<file path="src/rtl/srl_defines.svh">
`ifndef SRL_DEFINES_SVH
`define SRL_DEFINES_SVH

// byte codes on the serial link, and how many times an error code is sent
`define SRL_SYNC_BYTE       8'h5a
`define SRL_BAUD_9600       8'h28
`define SRL_CMD_RAM_LOAD    8'h60
`define SRL_START_MARK      8'h3a
`define SRL_ERR_FRAMING     8'ha1
`define SRL_ERR_OVERRUN     8'ha3
`define SRL_ERR_BAUD        8'h62
`define SRL_ERR_CMD         8'h63
`define SRL_ERR_REPEAT      2'h3

// blank-part window and erased value
`define SRL_BLANK_BASE      16'hffe0
`define SRL_BLANK_LAST_IDX  8'h1f
`define SRL_ERASED          8'hff

// record types and record field positions
`define SRL_REC_DATA        8'h00
`define SRL_REC_END         8'h01
`define SRL_FLD_LEN         3'h0
`define SRL_FLD_ADDR_HI     3'h1
`define SRL_FLD_ADDR_LO     3'h2
`define SRL_FLD_TYPE        3'h3
`define SRL_FLD_DATA        3'h4
`define SRL_FLD_SUM         3'h5

// receive queue shape: {overrun, framing, data}
`define SRL_FIFO_WIDTH      10
`define SRL_FIFO_DEPTH      16
`define SRL_FIFO_OERR_BIT   9
`define SRL_FIFO_FERR_BIT   8

`endif

</file>
<file path="src/rtl/srl_pkg.sv">
package srl_pkg;

	typedef enum logic [4:0] {
		SRL_S_SYNC     = 5'h00,
		SRL_S_BAUD     = 5'h01,
		SRL_S_BAUD_CHK = 5'h02,
		SRL_S_CMD      = 5'h03,
		SRL_S_ADDR     = 5'h04,
		SRL_S_BLANK    = 5'h05,
		SRL_S_PW_CNT   = 5'h06,
		SRL_S_PW_STR   = 5'h07,
		SRL_S_PW_CMP   = 5'h08,
		SRL_S_HEX      = 5'h09,
		SRL_S_REC      = 5'h0a,
		SRL_S_SUM_HI   = 5'h0b,
		SRL_S_SUM_LO   = 5'h0c,
		SRL_S_JUMP     = 5'h0d,
		SRL_S_TX       = 5'h0e,
		SRL_S_ERR      = 5'h0f,
		SRL_S_HALT     = 5'h10
	} srl_state_t;

	// whole loader state; all-zero is the reset value
	typedef struct packed {
		srl_state_t  st;
		srl_state_t  ret;
		logic [7:0]  rbuf;
		logic [1:0]  acnt;
		logic [31:0] pw_addr;
		logic [7:0]  idx;
		logic [7:0]  pw_n;
		logic        blank;
		logic        rd_r;
		logic        rd_wait;
		logic [15:0] rd_addr;
		logic [2:0]  fld;
		logic [7:0]  rlen;
		logic [15:0] raddr;
		logic [7:0]  rtype;
		logic [7:0]  dcnt;
		logic [7:0]  rsum;
		logic        first;
		logic [15:0] jaddr;
		logic [15:0] run_sum;
		logic [15:0] load_checksum;
		logic [1:0]  err_cnt;
		logic        tx_valid;
		logic [7:0]  tx_data;
		logic [7:0]  baud;
		logic        baud_apply;
		logic        ram_we;
		logic [15:0] ram_addr;
		logic [7:0]  ram_wdata;
		logic        jump;
		logic        halted;
	} srl_ldr_state_t;

	typedef struct packed {
		logic [4:0] wp;
		logic [4:0] rp;
	} srl_fifo_state_t;

	// per-record checksum step: all bytes of a good record add to zero
	function automatic logic [7:0] srl_rec_sum(input logic [7:0] acc, input logic [7:0] b);
		srl_rec_sum = acc + b;
	endfunction : srl_rec_sum

	// load checksum step over every loaded data byte
	function automatic logic [15:0] srl_load_sum(input logic [15:0] acc, input logic [7:0] b);
		srl_load_sum = acc + {8'h00, b};
	endfunction : srl_load_sum

endpackage : srl_pkg

</file>
<file path="src/rtl/srl_stream_if.sv">
`timescale 1ns/1ps
interface srl_stream_if;
	logic       valid;
	logic       ready;
	logic [9:0] data;

	modport src (output valid, output data, input ready);
	modport snk (input valid, input data, output ready);
endinterface : srl_stream_if

</file>
<file path="src/rtl/srl_fifo.sv">
`timescale 1ns/1ps
`include "srl_defines.svh"
module srl_fifo
	import srl_pkg::*;
#(
	parameter int WIDTH = `SRL_FIFO_WIDTH,
	parameter int DEPTH = `SRL_FIFO_DEPTH
)
(
	input  wire logic             clk,
	input  wire logic             rstn,
	input  wire logic             ce,
	input  wire logic             in_valid,
	input  wire logic [WIDTH-1:0] in_data,
	output      logic             in_ready,
	srl_stream_if.src             out
);
	localparam int AW = $clog2(DEPTH);

	logic [WIDTH-1:0] mem [DEPTH];
	srl_fifo_state_t  s_r;
	srl_fifo_state_t  s_nxt;
	logic             full;
	logic             empty;
	logic             push;
	logic             pop;

	// pointers carry a wrap bit so full and empty differ honestly
	assign empty    = (s_r.wp == s_r.rp);
	assign full     = (s_r.wp[AW] != s_r.rp[AW]) && (s_r.wp[AW-1:0] == s_r.rp[AW-1:0]);
	assign in_ready = !full;
	assign out.valid = !empty;
	assign out.data  = mem[s_r.rp[AW-1:0]];
	assign push     = ce && in_valid && !full;
	assign pop      = ce && out.ready && !empty;

	always_comb
	begin
		s_nxt = s_r;
		if (push)
			s_nxt.wp = s_r.wp + 5'h01;
		if (pop)
			s_nxt.rp = s_r.rp + 5'h01;
	end

	always_ff @(posedge clk)
	begin
		if (!rstn)
			s_r <= '0;
		else
			s_r <= s_nxt;
	end

	// storage has no reset; only pointed-to words are ever read
	always_ff @(posedge clk)
	begin
		if (push)
			mem[s_r.wp[AW-1:0]] <= in_data;
	end
endmodule : srl_fifo

</file>
<file path="src/rtl/srl_loader.sv">
`timescale 1ns/1ps
`include "srl_defines.svh"
module srl_loader
	import srl_pkg::*;
(
	input  wire logic        CLK,
	input  wire logic        RSTN,
	input  wire logic        CE,
	input  wire logic        RX_VALID,
	input  wire logic [7:0]  RX_DATA,
	input  wire logic        RX_FERR,
	input  wire logic        RX_OERR,
	output      logic        RX_READY,
	output      logic        TX_VALID,
	output      logic [7:0]  TX_DATA,
	input  wire logic        TX_READY,
	output      logic        AUTOBAUD_EN,
	output      logic [7:0]  BAUD_CODE,
	input  wire logic        BAUD_CODE_OK,
	output      logic        BAUD_APPLY,
	input  wire logic        SECURE_EN,
	output      logic        MEM_RD_EN,
	output      logic [15:0] MEM_RD_ADDR,
	input  wire logic [7:0]  MEM_RD_DATA,
	output      logic        RAM_WE,
	output      logic [15:0] RAM_ADDR,
	output      logic [7:0]  RAM_WDATA,
	output      logic        JUMP_VALID,
	output      logic [15:0] JUMP_ADDR,
	output      logic        HALTED
);
	srl_stream_if   rxq ();
	srl_ldr_state_t s_r;
	srl_ldr_state_t s_nxt;
	logic           want;
	logic           take;
	logic [7:0]     rx_byte;
	logic           rx_ferr;
	logic           rx_oerr;
	logic           rx_err;
	logic           tx_done;

	// receive queue decouples the UART from memory-read stalls
	srl_fifo #(
		.WIDTH (`SRL_FIFO_WIDTH),
		.DEPTH (`SRL_FIFO_DEPTH)
	) u_rxq (
		.clk      (CLK),
		.rstn     (RSTN),
		.ce       (CE),
		.in_valid (RX_VALID),
		.in_data  ({RX_OERR, RX_FERR, RX_DATA}),
		.in_ready (RX_READY),
		.out      (rxq.src)
	);

	assign rx_byte = rxq.data[7:0];
	assign rx_ferr = rxq.data[`SRL_FIFO_FERR_BIT];
	assign rx_oerr = rxq.data[`SRL_FIFO_OERR_BIT];
	assign rx_err  = rx_ferr || rx_oerr;

	// a byte is drained only in receiving states with no read or send in flight
	always_comb
	begin
		case (s_r.st)
			SRL_S_SYNC, SRL_S_BAUD, SRL_S_CMD, SRL_S_ADDR,
			SRL_S_PW_STR, SRL_S_HEX, SRL_S_REC:
				want = !s_r.rd_r && !s_r.rd_wait && !s_r.tx_valid;
			default:
				want = 1'b0;
		endcase
	end

	assign rxq.ready = want;
	assign take      = CE && want && rxq.valid;
	assign tx_done   = CE && s_r.tx_valid && TX_READY;

	// next-state logic for the whole boot sequence
	always_comb
	begin
		s_nxt            = s_r;
		s_nxt.baud_apply = 1'b0;
		s_nxt.ram_we     = 1'b0;
		// memory read: enable for one cycle, data valid the cycle after
		s_nxt.rd_wait    = s_r.rd_r;
		s_nxt.rd_r       = 1'b0;
		case (s_r.st)
			SRL_S_SYNC:
				if (take && !rx_err && rx_byte == `SRL_SYNC_BYTE)
				begin
					s_nxt.tx_valid = 1'b1;
					s_nxt.tx_data  = rx_byte;
					s_nxt.ret      = SRL_S_BAUD;
					s_nxt.st       = SRL_S_TX;
				end
			SRL_S_BAUD:
				if (take)
				begin
					s_nxt.baud     = rx_byte;
					s_nxt.tx_data  = rx_ferr ? `SRL_ERR_FRAMING : `SRL_ERR_OVERRUN;
					s_nxt.tx_valid = rx_err;
					s_nxt.st       = rx_err ? SRL_S_ERR : SRL_S_BAUD_CHK;
				end
			// rate generator judges the candidate code against its own clock
			SRL_S_BAUD_CHK:
			begin
				s_nxt.tx_valid = 1'b1;
				s_nxt.tx_data  = BAUD_CODE_OK ? s_r.baud : `SRL_ERR_BAUD;
				s_nxt.ret      = SRL_S_CMD;
				s_nxt.st       = BAUD_CODE_OK ? SRL_S_TX : SRL_S_ERR;
			end
			SRL_S_CMD:
				if (take)
				begin
					s_nxt.tx_valid = 1'b1;
					s_nxt.ret      = SRL_S_ADDR;
					s_nxt.st       = SRL_S_ERR;
					if (rx_err)
						s_nxt.tx_data = rx_ferr ? `SRL_ERR_FRAMING : `SRL_ERR_OVERRUN;
					else if (rx_byte == `SRL_CMD_RAM_LOAD)
					begin
						s_nxt.tx_data = rx_byte;
						s_nxt.st      = SRL_S_TX;
					end
					else
						s_nxt.tx_data = `SRL_ERR_CMD;
				end
			// four silent address bytes, high byte first
			SRL_S_ADDR:
				if (take)
				begin
					if (rx_err)
						s_nxt.st = SRL_S_HALT;
					else
					begin
						s_nxt.pw_addr = {s_r.pw_addr[23:0], rx_byte};
						s_nxt.acnt    = s_r.acnt + 2'h1;
						if (s_r.acnt == 2'h3)
						begin
							s_nxt.st      = SRL_S_BLANK;
							s_nxt.blank   = 1'b1;
							s_nxt.idx     = 8'h00;
							s_nxt.rd_r    = 1'b1;
							s_nxt.rd_addr = `SRL_BLANK_BASE;
						end
					end
				end
			// scan the top window byte by byte for the erased value
			SRL_S_BLANK:
				if (s_r.rd_wait)
				begin
					if (s_r.idx == `SRL_BLANK_LAST_IDX)
					begin
						if (s_r.blank && MEM_RD_DATA == `SRL_ERASED)
							s_nxt.st = SRL_S_HEX;
						else if (SECURE_EN)
							s_nxt.st = SRL_S_HALT;
						else
						begin
							s_nxt.st      = SRL_S_PW_CNT;
							s_nxt.rd_r    = 1'b1;
							s_nxt.rd_addr = s_r.pw_addr[31:16];
						end
					end
					else
					begin
						if (MEM_RD_DATA != `SRL_ERASED)
							s_nxt.blank = 1'b0;
						s_nxt.idx     = s_r.idx + 8'h01;
						s_nxt.rd_r    = 1'b1;
						s_nxt.rd_addr = `SRL_BLANK_BASE + {8'h00, s_r.idx} + 16'h0001;
					end
				end
			// a zero count can only come from a bad count address
			SRL_S_PW_CNT:
				if (s_r.rd_wait)
				begin
					s_nxt.pw_n = MEM_RD_DATA;
					s_nxt.idx  = 8'h00;
					s_nxt.st   = (MEM_RD_DATA == 8'h00) ? SRL_S_HALT : SRL_S_PW_STR;
				end
			SRL_S_PW_STR:
				if (take)
				begin
					if (rx_err)
						s_nxt.st = SRL_S_HALT;
					else
					begin
						s_nxt.rbuf    = rx_byte;
						s_nxt.rd_r    = 1'b1;
						s_nxt.rd_addr = s_r.pw_addr[15:0] + {8'h00, s_r.idx};
						s_nxt.st      = SRL_S_PW_CMP;
					end
				end
			SRL_S_PW_CMP:
				if (s_r.rd_wait)
				begin
					s_nxt.idx = s_r.idx + 8'h01;
					if (MEM_RD_DATA != s_r.rbuf)
						s_nxt.st = SRL_S_HALT;
					else if (s_r.idx + 8'h01 == s_r.pw_n)
						s_nxt.st = SRL_S_HEX;
					else
						s_nxt.st = SRL_S_PW_STR;
				end
			// hunt for the start mark; other clean bytes are dropped, a receive error halts
			SRL_S_HEX:
				if (take)
				begin
					if (rx_err)
						s_nxt.st = SRL_S_HALT;
					else if (rx_byte == `SRL_START_MARK)
					begin
						s_nxt.st   = SRL_S_REC;
						s_nxt.fld  = `SRL_FLD_LEN;
						s_nxt.rsum = 8'h00;
						s_nxt.dcnt = 8'h00;
					end
				end
			SRL_S_REC:
				if (take)
				begin
					s_nxt.rsum = srl_rec_sum(s_r.rsum, rx_byte);
					if (rx_err)
						s_nxt.st = SRL_S_HALT;
					else
						case (s_r.fld)
							`SRL_FLD_LEN:
							begin
								s_nxt.rlen = rx_byte;
								s_nxt.fld  = `SRL_FLD_ADDR_HI;
							end
							`SRL_FLD_ADDR_HI:
							begin
								s_nxt.raddr[15:8] = rx_byte;
								s_nxt.fld         = `SRL_FLD_ADDR_LO;
							end
							`SRL_FLD_ADDR_LO:
							begin
								s_nxt.raddr[7:0] = rx_byte;
								s_nxt.fld        = `SRL_FLD_TYPE;
							end
							`SRL_FLD_TYPE:
							begin
								s_nxt.rtype = rx_byte;
								s_nxt.fld   = (s_r.rlen == 8'h00) ? `SRL_FLD_SUM : `SRL_FLD_DATA;
								if (rx_byte == `SRL_REC_DATA && !s_r.first)
								begin
									s_nxt.first = 1'b1;
									s_nxt.jaddr = s_r.raddr;
								end
								// unknown type, or an end record carrying data, is malformed
								if (rx_byte != `SRL_REC_DATA &&
									!(rx_byte == `SRL_REC_END && s_r.rlen == 8'h00))
									s_nxt.st = SRL_S_HALT;
							end
							`SRL_FLD_DATA:
							begin
								s_nxt.ram_we    = 1'b1;
								s_nxt.ram_addr  = s_r.raddr + {8'h00, s_r.dcnt};
								s_nxt.ram_wdata = rx_byte;
								s_nxt.run_sum   = srl_load_sum(s_r.run_sum, rx_byte);
								s_nxt.dcnt      = s_r.dcnt + 8'h01;
								if (s_r.dcnt + 8'h01 == s_r.rlen)
									s_nxt.fld = `SRL_FLD_SUM;
							end
							default:
								if (srl_rec_sum(s_r.rsum, rx_byte) != 8'h00)
									s_nxt.st = SRL_S_HALT;
								else if (s_r.rtype == `SRL_REC_END)
								begin
									s_nxt.load_checksum = s_r.run_sum;
									s_nxt.st            = SRL_S_SUM_HI;
								end
								else
									s_nxt.st = SRL_S_HEX;
						endcase
				end
			SRL_S_SUM_HI:
			begin
				s_nxt.tx_valid = 1'b1;
				s_nxt.tx_data  = s_r.load_checksum[15:8];
				s_nxt.ret      = SRL_S_SUM_LO;
				s_nxt.st       = SRL_S_TX;
			end
			SRL_S_SUM_LO:
			begin
				s_nxt.tx_valid = 1'b1;
				s_nxt.tx_data  = s_r.load_checksum[7:0];
				s_nxt.ret      = SRL_S_JUMP;
				s_nxt.st       = SRL_S_TX;
			end
			SRL_S_JUMP:
				s_nxt.jump = 1'b1;
			// one byte out, then resume; the rate switches after the rate echo
			SRL_S_TX:
				if (tx_done)
				begin
					s_nxt.tx_valid = 1'b0;
					s_nxt.st       = s_r.ret;
					if (s_r.ret == SRL_S_CMD)
						s_nxt.baud_apply = 1'b1;
				end
			// error code goes out three times, then the loader halts
			SRL_S_ERR:
				if (tx_done)
				begin
					s_nxt.err_cnt = s_r.err_cnt + 2'h1;
					if (s_r.err_cnt + 2'h1 == `SRL_ERR_REPEAT)
					begin
						s_nxt.tx_valid = 1'b0;
						s_nxt.st       = SRL_S_HALT;
					end
				end
			SRL_S_HALT:
				s_nxt.halted = 1'b1;
			default:
				s_nxt.st = SRL_S_HALT;
		endcase
	end

	// clock enable freezes every bit of state
	always_ff @(posedge CLK)
	begin
		if (!RSTN)
			s_r <= '0;
		else if (CE)
			s_r <= s_nxt;
	end

	// outputs straight from state flip-flops, but the autobaud enable is decoded from the state
	assign TX_VALID    = s_r.tx_valid;
	assign TX_DATA     = s_r.tx_data;
	assign AUTOBAUD_EN = (s_r.st == SRL_S_SYNC);
	assign BAUD_CODE   = s_r.baud;
	assign BAUD_APPLY  = s_r.baud_apply;
	assign MEM_RD_EN   = s_r.rd_r;
	assign MEM_RD_ADDR = s_r.rd_addr;
	assign RAM_WE      = s_r.ram_we;
	assign RAM_ADDR    = s_r.ram_addr;
	assign RAM_WDATA   = s_r.ram_wdata;
	assign JUMP_VALID  = s_r.jump;
	assign JUMP_ADDR   = s_r.jaddr;
	assign HALTED      = s_r.halted;
endmodule : srl_loader

</file>
<file path="config.mk">
export PLATFORM = sky130hd
export DESIGN_NAME = srl_loader
export DESIGN_NICKNAME = d
export VERILOG_FILES = /design/src/rtl/srl_pkg.sv /design/src/rtl/srl_stream_if.sv /design/src/rtl/srl_fifo.sv /design/src/rtl/srl_loader.sv
export VERILOG_INCLUDE_DIRS = /design/src /design/src/rtl
export SDC_FILE = /design/constraint.sdc
export NUM_CORES = 1
export LEC_CHECK = 0
export BUFFER_PORTS_ARGS = -buffer_cell sky130_fd_sc_hd__clkbuf_2
export CAP_MARGIN = 20
export CORE_UTILIZATION = 62
export CTS_BUF_LIST = sky130_fd_sc_hd__clkbuf_8 sky130_fd_sc_hd__clkbuf_16
export CTS_CLUSTER_DIAMETER = 50
export CTS_CLUSTER_SIZE = 24
export DETAILED_ROUTE_END_ITERATION = 7
export PLACE_DENSITY = 0.81
export SYNTH_ARGS = -nofsm -noshare
export SYNTH_HDL_FRONTEND = slang
export SYNTH_HIERARCHICAL = 1
export SYNTH_SLANG_ARGS = --single-unit
export TNS_END_PERCENT = 10
</file>
<file path="constraint.sdc">
create_clock -name CLK -period 4.7 [get_ports CLK]
set_input_delay 0.705 -clock CLK [delete_from_list [all_inputs] [get_ports CLK]]
set_output_delay 0.705 -clock CLK [all_outputs]
set_load 0.005 [all_outputs]
</file>
---- After elaboration in Yosys (flattened, before gate mapping) ----
Memory sizes are Yosys's and may differ from the RTL's. A register that Yosys moved wholly into a read port is not among the register bits.
Index checks and enable logic that the tools add are counted.
operators by class
  bitwise gates (word level) .............. 4
  muxes and demuxes ....................... 115
  add/subtract/negate cells ............... 12
  reduce and logical (&&, ||, !) cells .... 68
  equal/unequal tests ..................... 68
operators with widths
  cell                                                 count
  2-to-1 mux 16 bit                                    17
  2-to-1 mux 5 bit                                     24
  2-to-1 mux 8 bit                                     14
  2-to-1 mux 100 bit                                   1
  2-to-1 mux 25 bit                                    4
  case mux 5 bit (15 select lines)                     1
  2-to-1 mux 17 bit                                    3
  2-to-1 mux 49 bit                                    1
  adder 16 x 8 -> 16 bit                               3
  case mux 16 bit (3 select lines)                     1
  case mux 8 bit (6 select lines)                      1
  2-to-1 mux 43 bit                                    1
  inequality test 2 bit, second input constant         21
  equality test 5 x 4 -> 1 bit, second input constant  8
  case mux 16 bit (2 select lines)                     1
  case mux 8 bit (4 select lines)                      1
  AND reduction 5 bit                                  6
  case mux 5 bit (5 select lines)                      1
  zero test 8 bit                                      3
  AND reduction 8 bit                                  3
  equality test 5 x 3 -> 1 bit, second input constant  4
  2-to-1 mux 1 bit                                     20
  2-to-1 mux 10 bit                                    2
  AND reduction 20 bit                                 1
  62 further kinds                                     125
word-level totals
  memories kept ........................... 1
  word-level logic and storage cells ...... 302
  RAM bits ................................ 160
  output and inout port bits .............. 80
  register bits ........................... 244
  input port bits ......................... 25
memory list
  name       depth  width  read ports  clocked after memory_dff  write ports  line            RTL
  u_rxq.mem  16     10     1           1                         1            srl_fifo.sv:20  logic [WIDTH-1:0] mem [DEPTH];

---- Logic depth before layout (Yosys ltp) ----
  depth in word-level cells ............... 10
  depth in mapped cells ................... 15
  mapped depth without buffers ............ 13

---- Hierarchy ----
The synthesis kept the hierarchy.
by module, submodules not included
  module      area each (um^2)  instances  cells each
  srl_loader  12710.9           1          1599
  srl_fifo    7094.3            1          381

---- Worst setup path after synthesis ----
Ideal clock, no wire load.
  path kind ............................... register -> register
  start ................................... register (tool-made name)
  end ..................................... register s_r[62] (netlist bit)
  buffers on the path ..................... 3
  data arrival time ....................... 3.894 ns
  cell stages (with the launch flop) ...... 15
  setup slack ............................. 0.679 ns
  setup time .............................. 0.128 ns
  data required time ...................... 4.572 ns
  cell sequence ........................... dfxtp_1 -> buf_6 -> buf_4 -> mux4_2 -> a22oi_1 -> nand2_1 -> ha_1 -> fa_1 -> xor2_1 -> or3_1 -> or3_1 -> nor4_4 -> buf_6 -> mux2i_1 -> nor2_1
RTL lines
  item                  line               RTL
  end signal, assigned  srl_loader.sv:328  s_r <= s_nxt;
  end, declared         srl_loader.sv:33   srl_ldr_state_t s_r;

==> out/qor.csv <==
stage,metric,value,unit
run_status,status,"complete, no violations",
yosys,syn_area,19800,µm²
sta,fin_crit,4.42,ns
placed_design,hpwl,33900,µm
sta,setup_viol,0,
detailed_routing,drcViolationCount,0,
pwr,clkPwrFrac,0.341,
hold_path,min_path_type,reg -> reg,
yosys,avgSynthCellArea,10.0,µm²
finish,layout-drive-gt1-share,0.143,
cts,clock_latency,0.57,ns
yosys,yosys_warnings,6,
pwr,finalPower,0.00936,W
cts,htreeDepth,2,
detailed_routing,drt-total-wl,51100,µm
yosys,synth_seq_cells,407,
yosys,synthFlopType,dfxtp_1,
pwr,p_switching,0.00306,W
grt,grt_usage,0.310,
cts,cts_hold_buffers,0,
cts,cts_tree,done,
finish,final_core_util,0.682,
sta,layout_worst_path_cycle_share,0.941,
yosys,synthSimpleGateAreaFrac,0.175,
floorplanning,die_x,181,µm
yosys,synth_top_family_by_area,simple AND/OR/NAND/NOR gates,
sta,tns,0,ns
sta,slew-limit-headroom,0.224,
yosys,synthTopCellsByCount,"nand2_1 (277), dfxtp_1 (247), a21oi_1 (169), nor2_1 (166), edfxtp_1 (160)",
sta,max_freq,226,MHz
finish,layout.nets,2056,
cts,cts_setup_buffers,0,
yosys,netlist.area_leader.share,0.250,
cts,clkSinkCount,407,
finish,syn2layout_area_growth,8.37,%
floorplanning,die_h,181,µm
pwr,leakagePower,7.65,nW
pwr,seqPwrFrac,0.423,
finish,n_antenna_cell,0,
yosys,synthMuxAreaShare,0.0764,
pwr,p_sw_frac,0.327,
placed_design,place_congestion,0.938,
setup_path,cp.required,5.07,ns
setup_path,cp_max_fo,16,
cts,cts_made_buffers,38,
setup_path,end_kind,register,
grt,grt_max_degree,132,
cts,path_clk_slew,0.08,ns
sta,tightest_slew,1.16,ns
placed_design,port_buffers,104,
yosys,synth-edff-count,160,
sta,grt_setup_unrepaired,no,
detailed_routing,wl_per_cell,21.1,µm
cts,cts_buffer_depth,3,
yosys,yosysMostFrequentCell,nand2_1,
detailed_routing,detail-route-antenna-nets,0,
setup_path,startpoint_type,register,
yosys,ys_seq_area_frac,0.492,
yosys,ys_top_cells_by_area,"dfxtp_1 (25%), edfxtp_1 (24%), nand2_1 (5.2%), a21oi_1 (4.3%), mux4_2 (3.6%)",
cts,cts_resized,0,
yosys,synth_compound_gate_area_share,0.131,
pwr,p_int,0.00630,W
pwr,ir_worst_vdd,0.442,mV
sta,fin_worst_skew,0.0640,ns
floorplanning,initial_core_util,0.629,
cts,ctsRootBufferMaster,clkbuf_16,
detailed_routing,via_per_inst,6.45,
detailed_routing,dr.pass1.iters,7,
finish,fillers,2311,
detailed_routing,vias,15600,
yosys,synthesis.nets,2049,
setup_path,cp.arrival,4.80,ns
grt,grt_overflow_total,0,
floorplanning,core,31500,µm²
floorplanning,die-area,32700,µm²
sta,slew_violations,0,
pwr,combPwrFrac,0.236,
run,cap_viol_max_count,0,
yosys,synth_fa_ha_area_frac,0.0298,
yosys,synth_xor_area_frac,0.0356,
yosys,ys_async_sr_fraction,0,
yosys,synth_top_area_cell,dfxtp_1,
sta,hold_violations,0,
pwr,power_density,436,nW/µm²
yosys,synth_cell_types,92,
yosys,syn_inst,1980,
grt,grt_pass1_wl,80800,µm
floorplanning,fp-row-count,65,
setup_path,crit_type,reg -> reg,
grt,antenna_found_initial,0,
detailed_routing,drt-initial-drc-count,2156,
floorplanning,ioPinCount,105,
grt,grt_pass1_vias,14800,
-- sequential cells by signal, indices dropped and copies added (netlist names), named ones only --
| register | flops |
|---|---|
| TX_DATA | 8 |
| MEM_RD_ADDR | 16 |
| BAUD_CODE | 8 |
| u_rxq/s_r | 10 |
| RAM_WDATA | 8 |
| JUMP_VALID | 1 |
| RAM_WE | 1 |
| RAM_ADDR | 16 |
| HALTED | 1 |
| BAUD_APPLY | 1 |
| TX_VALID | 1 |
| MEM_RD_EN | 1 |
| JUMP_ADDR | 16 |
| u_rxq/mem | 160 |
| s_r | 155 |
-- metrics by stage --
step	worst slack [ns]	cell area (µm²)	std cells	hold WS, ns
global placement	0.494	20100	2344	0.435
global route	0.0482	21500	2418	0.472
finish	0.275	21500	2418	0.447
floorplan	0.679	19800	1980	0.428
detailed placement	0.390	20100	2344	0.442
CTS	0.289	21400	2413	0.449
-- layout make-up --
type / count / area, µm² / share of cell area
Timing Repair Buffer: 151 / 876 / 0.0408
Clock buffer: 40 / 978 / 0.0456
Multi-Input combinational cell: 1357 / 8910 / 0.415
Tap cell: 402 / 503 / 0.0234
Sequential cell: 407 / 9750 / 0.454
Inverter: 32 / 125 / 0.00583
Clock inverter: 29 / 318 / 0.0148
-- placed cells by master (no fill, tap or decap), types with 10 or more instances in the layout --
master / Yosys / final
a211oi_1: 15 / 15
a21oi_1: 169 / 169
a22oi_1: 35 / 35
a31oi_1: 19 / 19
and2_1: 15 / 15
and3_1: 19 / 19
buf_4: 78 / 43
clkbuf_16: 0 / 38
clkbuf_2: 0 / 105
dfxtp_1: 247 / 246
edfxtp_1: 160 / 160
ha_1: 40 / 40
inv_1: 32 / 32
mux2i_1: 57 / 57
mux4_2: 32 / 32
nand2_1: 277 / 277
nand2b_1: 19 / 19
nand3_1: 57 / 57
nand4_1: 20 / 20
nor2_1: 166 / 166
nor2b_1: 18 / 18
nor3_1: 37 / 33
nor3b_1: 10 / 10
nor4_1: 13 / 10
o211ai_1: 16 / 16
o21ai_0: 73 / 73
or3_1: 15 / 15
or4_1: 10 / 10
xnor2_1: 47 / 47
xor2_1: 27 / 27
-- metal layers --
metal	part of all wire	up-vias	GRT usage	wire length, µm
met5	0	-	0	0
met4	0.026	0	0.0885	1330
met3	0.096	109	0.0496	4890
met2	0.47	862	0.499	23900
met1	0.41	7490	0.435	21000
li1	-	7141	-	-
-- cell families after synthesis --
| group | count (synthesis) |
|---|---|
| simple gates | 722 |
| flops | 407 |
| xor+xnor | 77 |
| mux | 98 |
| fa+ha+maj | 45 |
| buf+inv | 216 |
| compound gates | 415 |
-- final timing paths --
check	cells past startpoint	startpoint	slack (ns)	to
min	2	s_r[206]	0.45	s_r[206]
min reg2reg	2	s_r[206]	0.45	s_r[206]
max reg2reg	14	register	0.28	s_r[56]
max	14	register	0.28	s_r[56]
-- critical path, stage by stage (launching register included) --
cell	delay, ns
dfxtp_2	0.59
buf_4	0.28
mux4_2	0.51
a22oi_1	0.32
nand2_1	0.17
buf_4	0.23
ha_1	0.32
a211o_1	0.29
a21oi_1	0.14
nor2_1	0.07
or3_1	0.42
nor4_4	0.22
buf_4	0.33
mux2i_1	0.25
nor2_1	0.06
-- power groups by stage --
| stage | combinational (W) | clock (W) | sequential [W] |
|---|---|---|---|
| 6_report | 0.00221 | 0.00319 | 0.00396 |
| 5_1_grt | 0.00234 | 0.00336 | 0.00397 |
| 4_1_cts | 0.00215 | 0.00322 | 0.00395 |
| 3_5_place_dp | 0.00214 | 0 | 0.00403 |
| 3_3_place_gp | 0.00206 | 0 | 0.00402 |
| 2_1_floorplan | 0.00168 | 0 | 0.00391 |
Note: power is estimated with default switching activity, not from simulation.
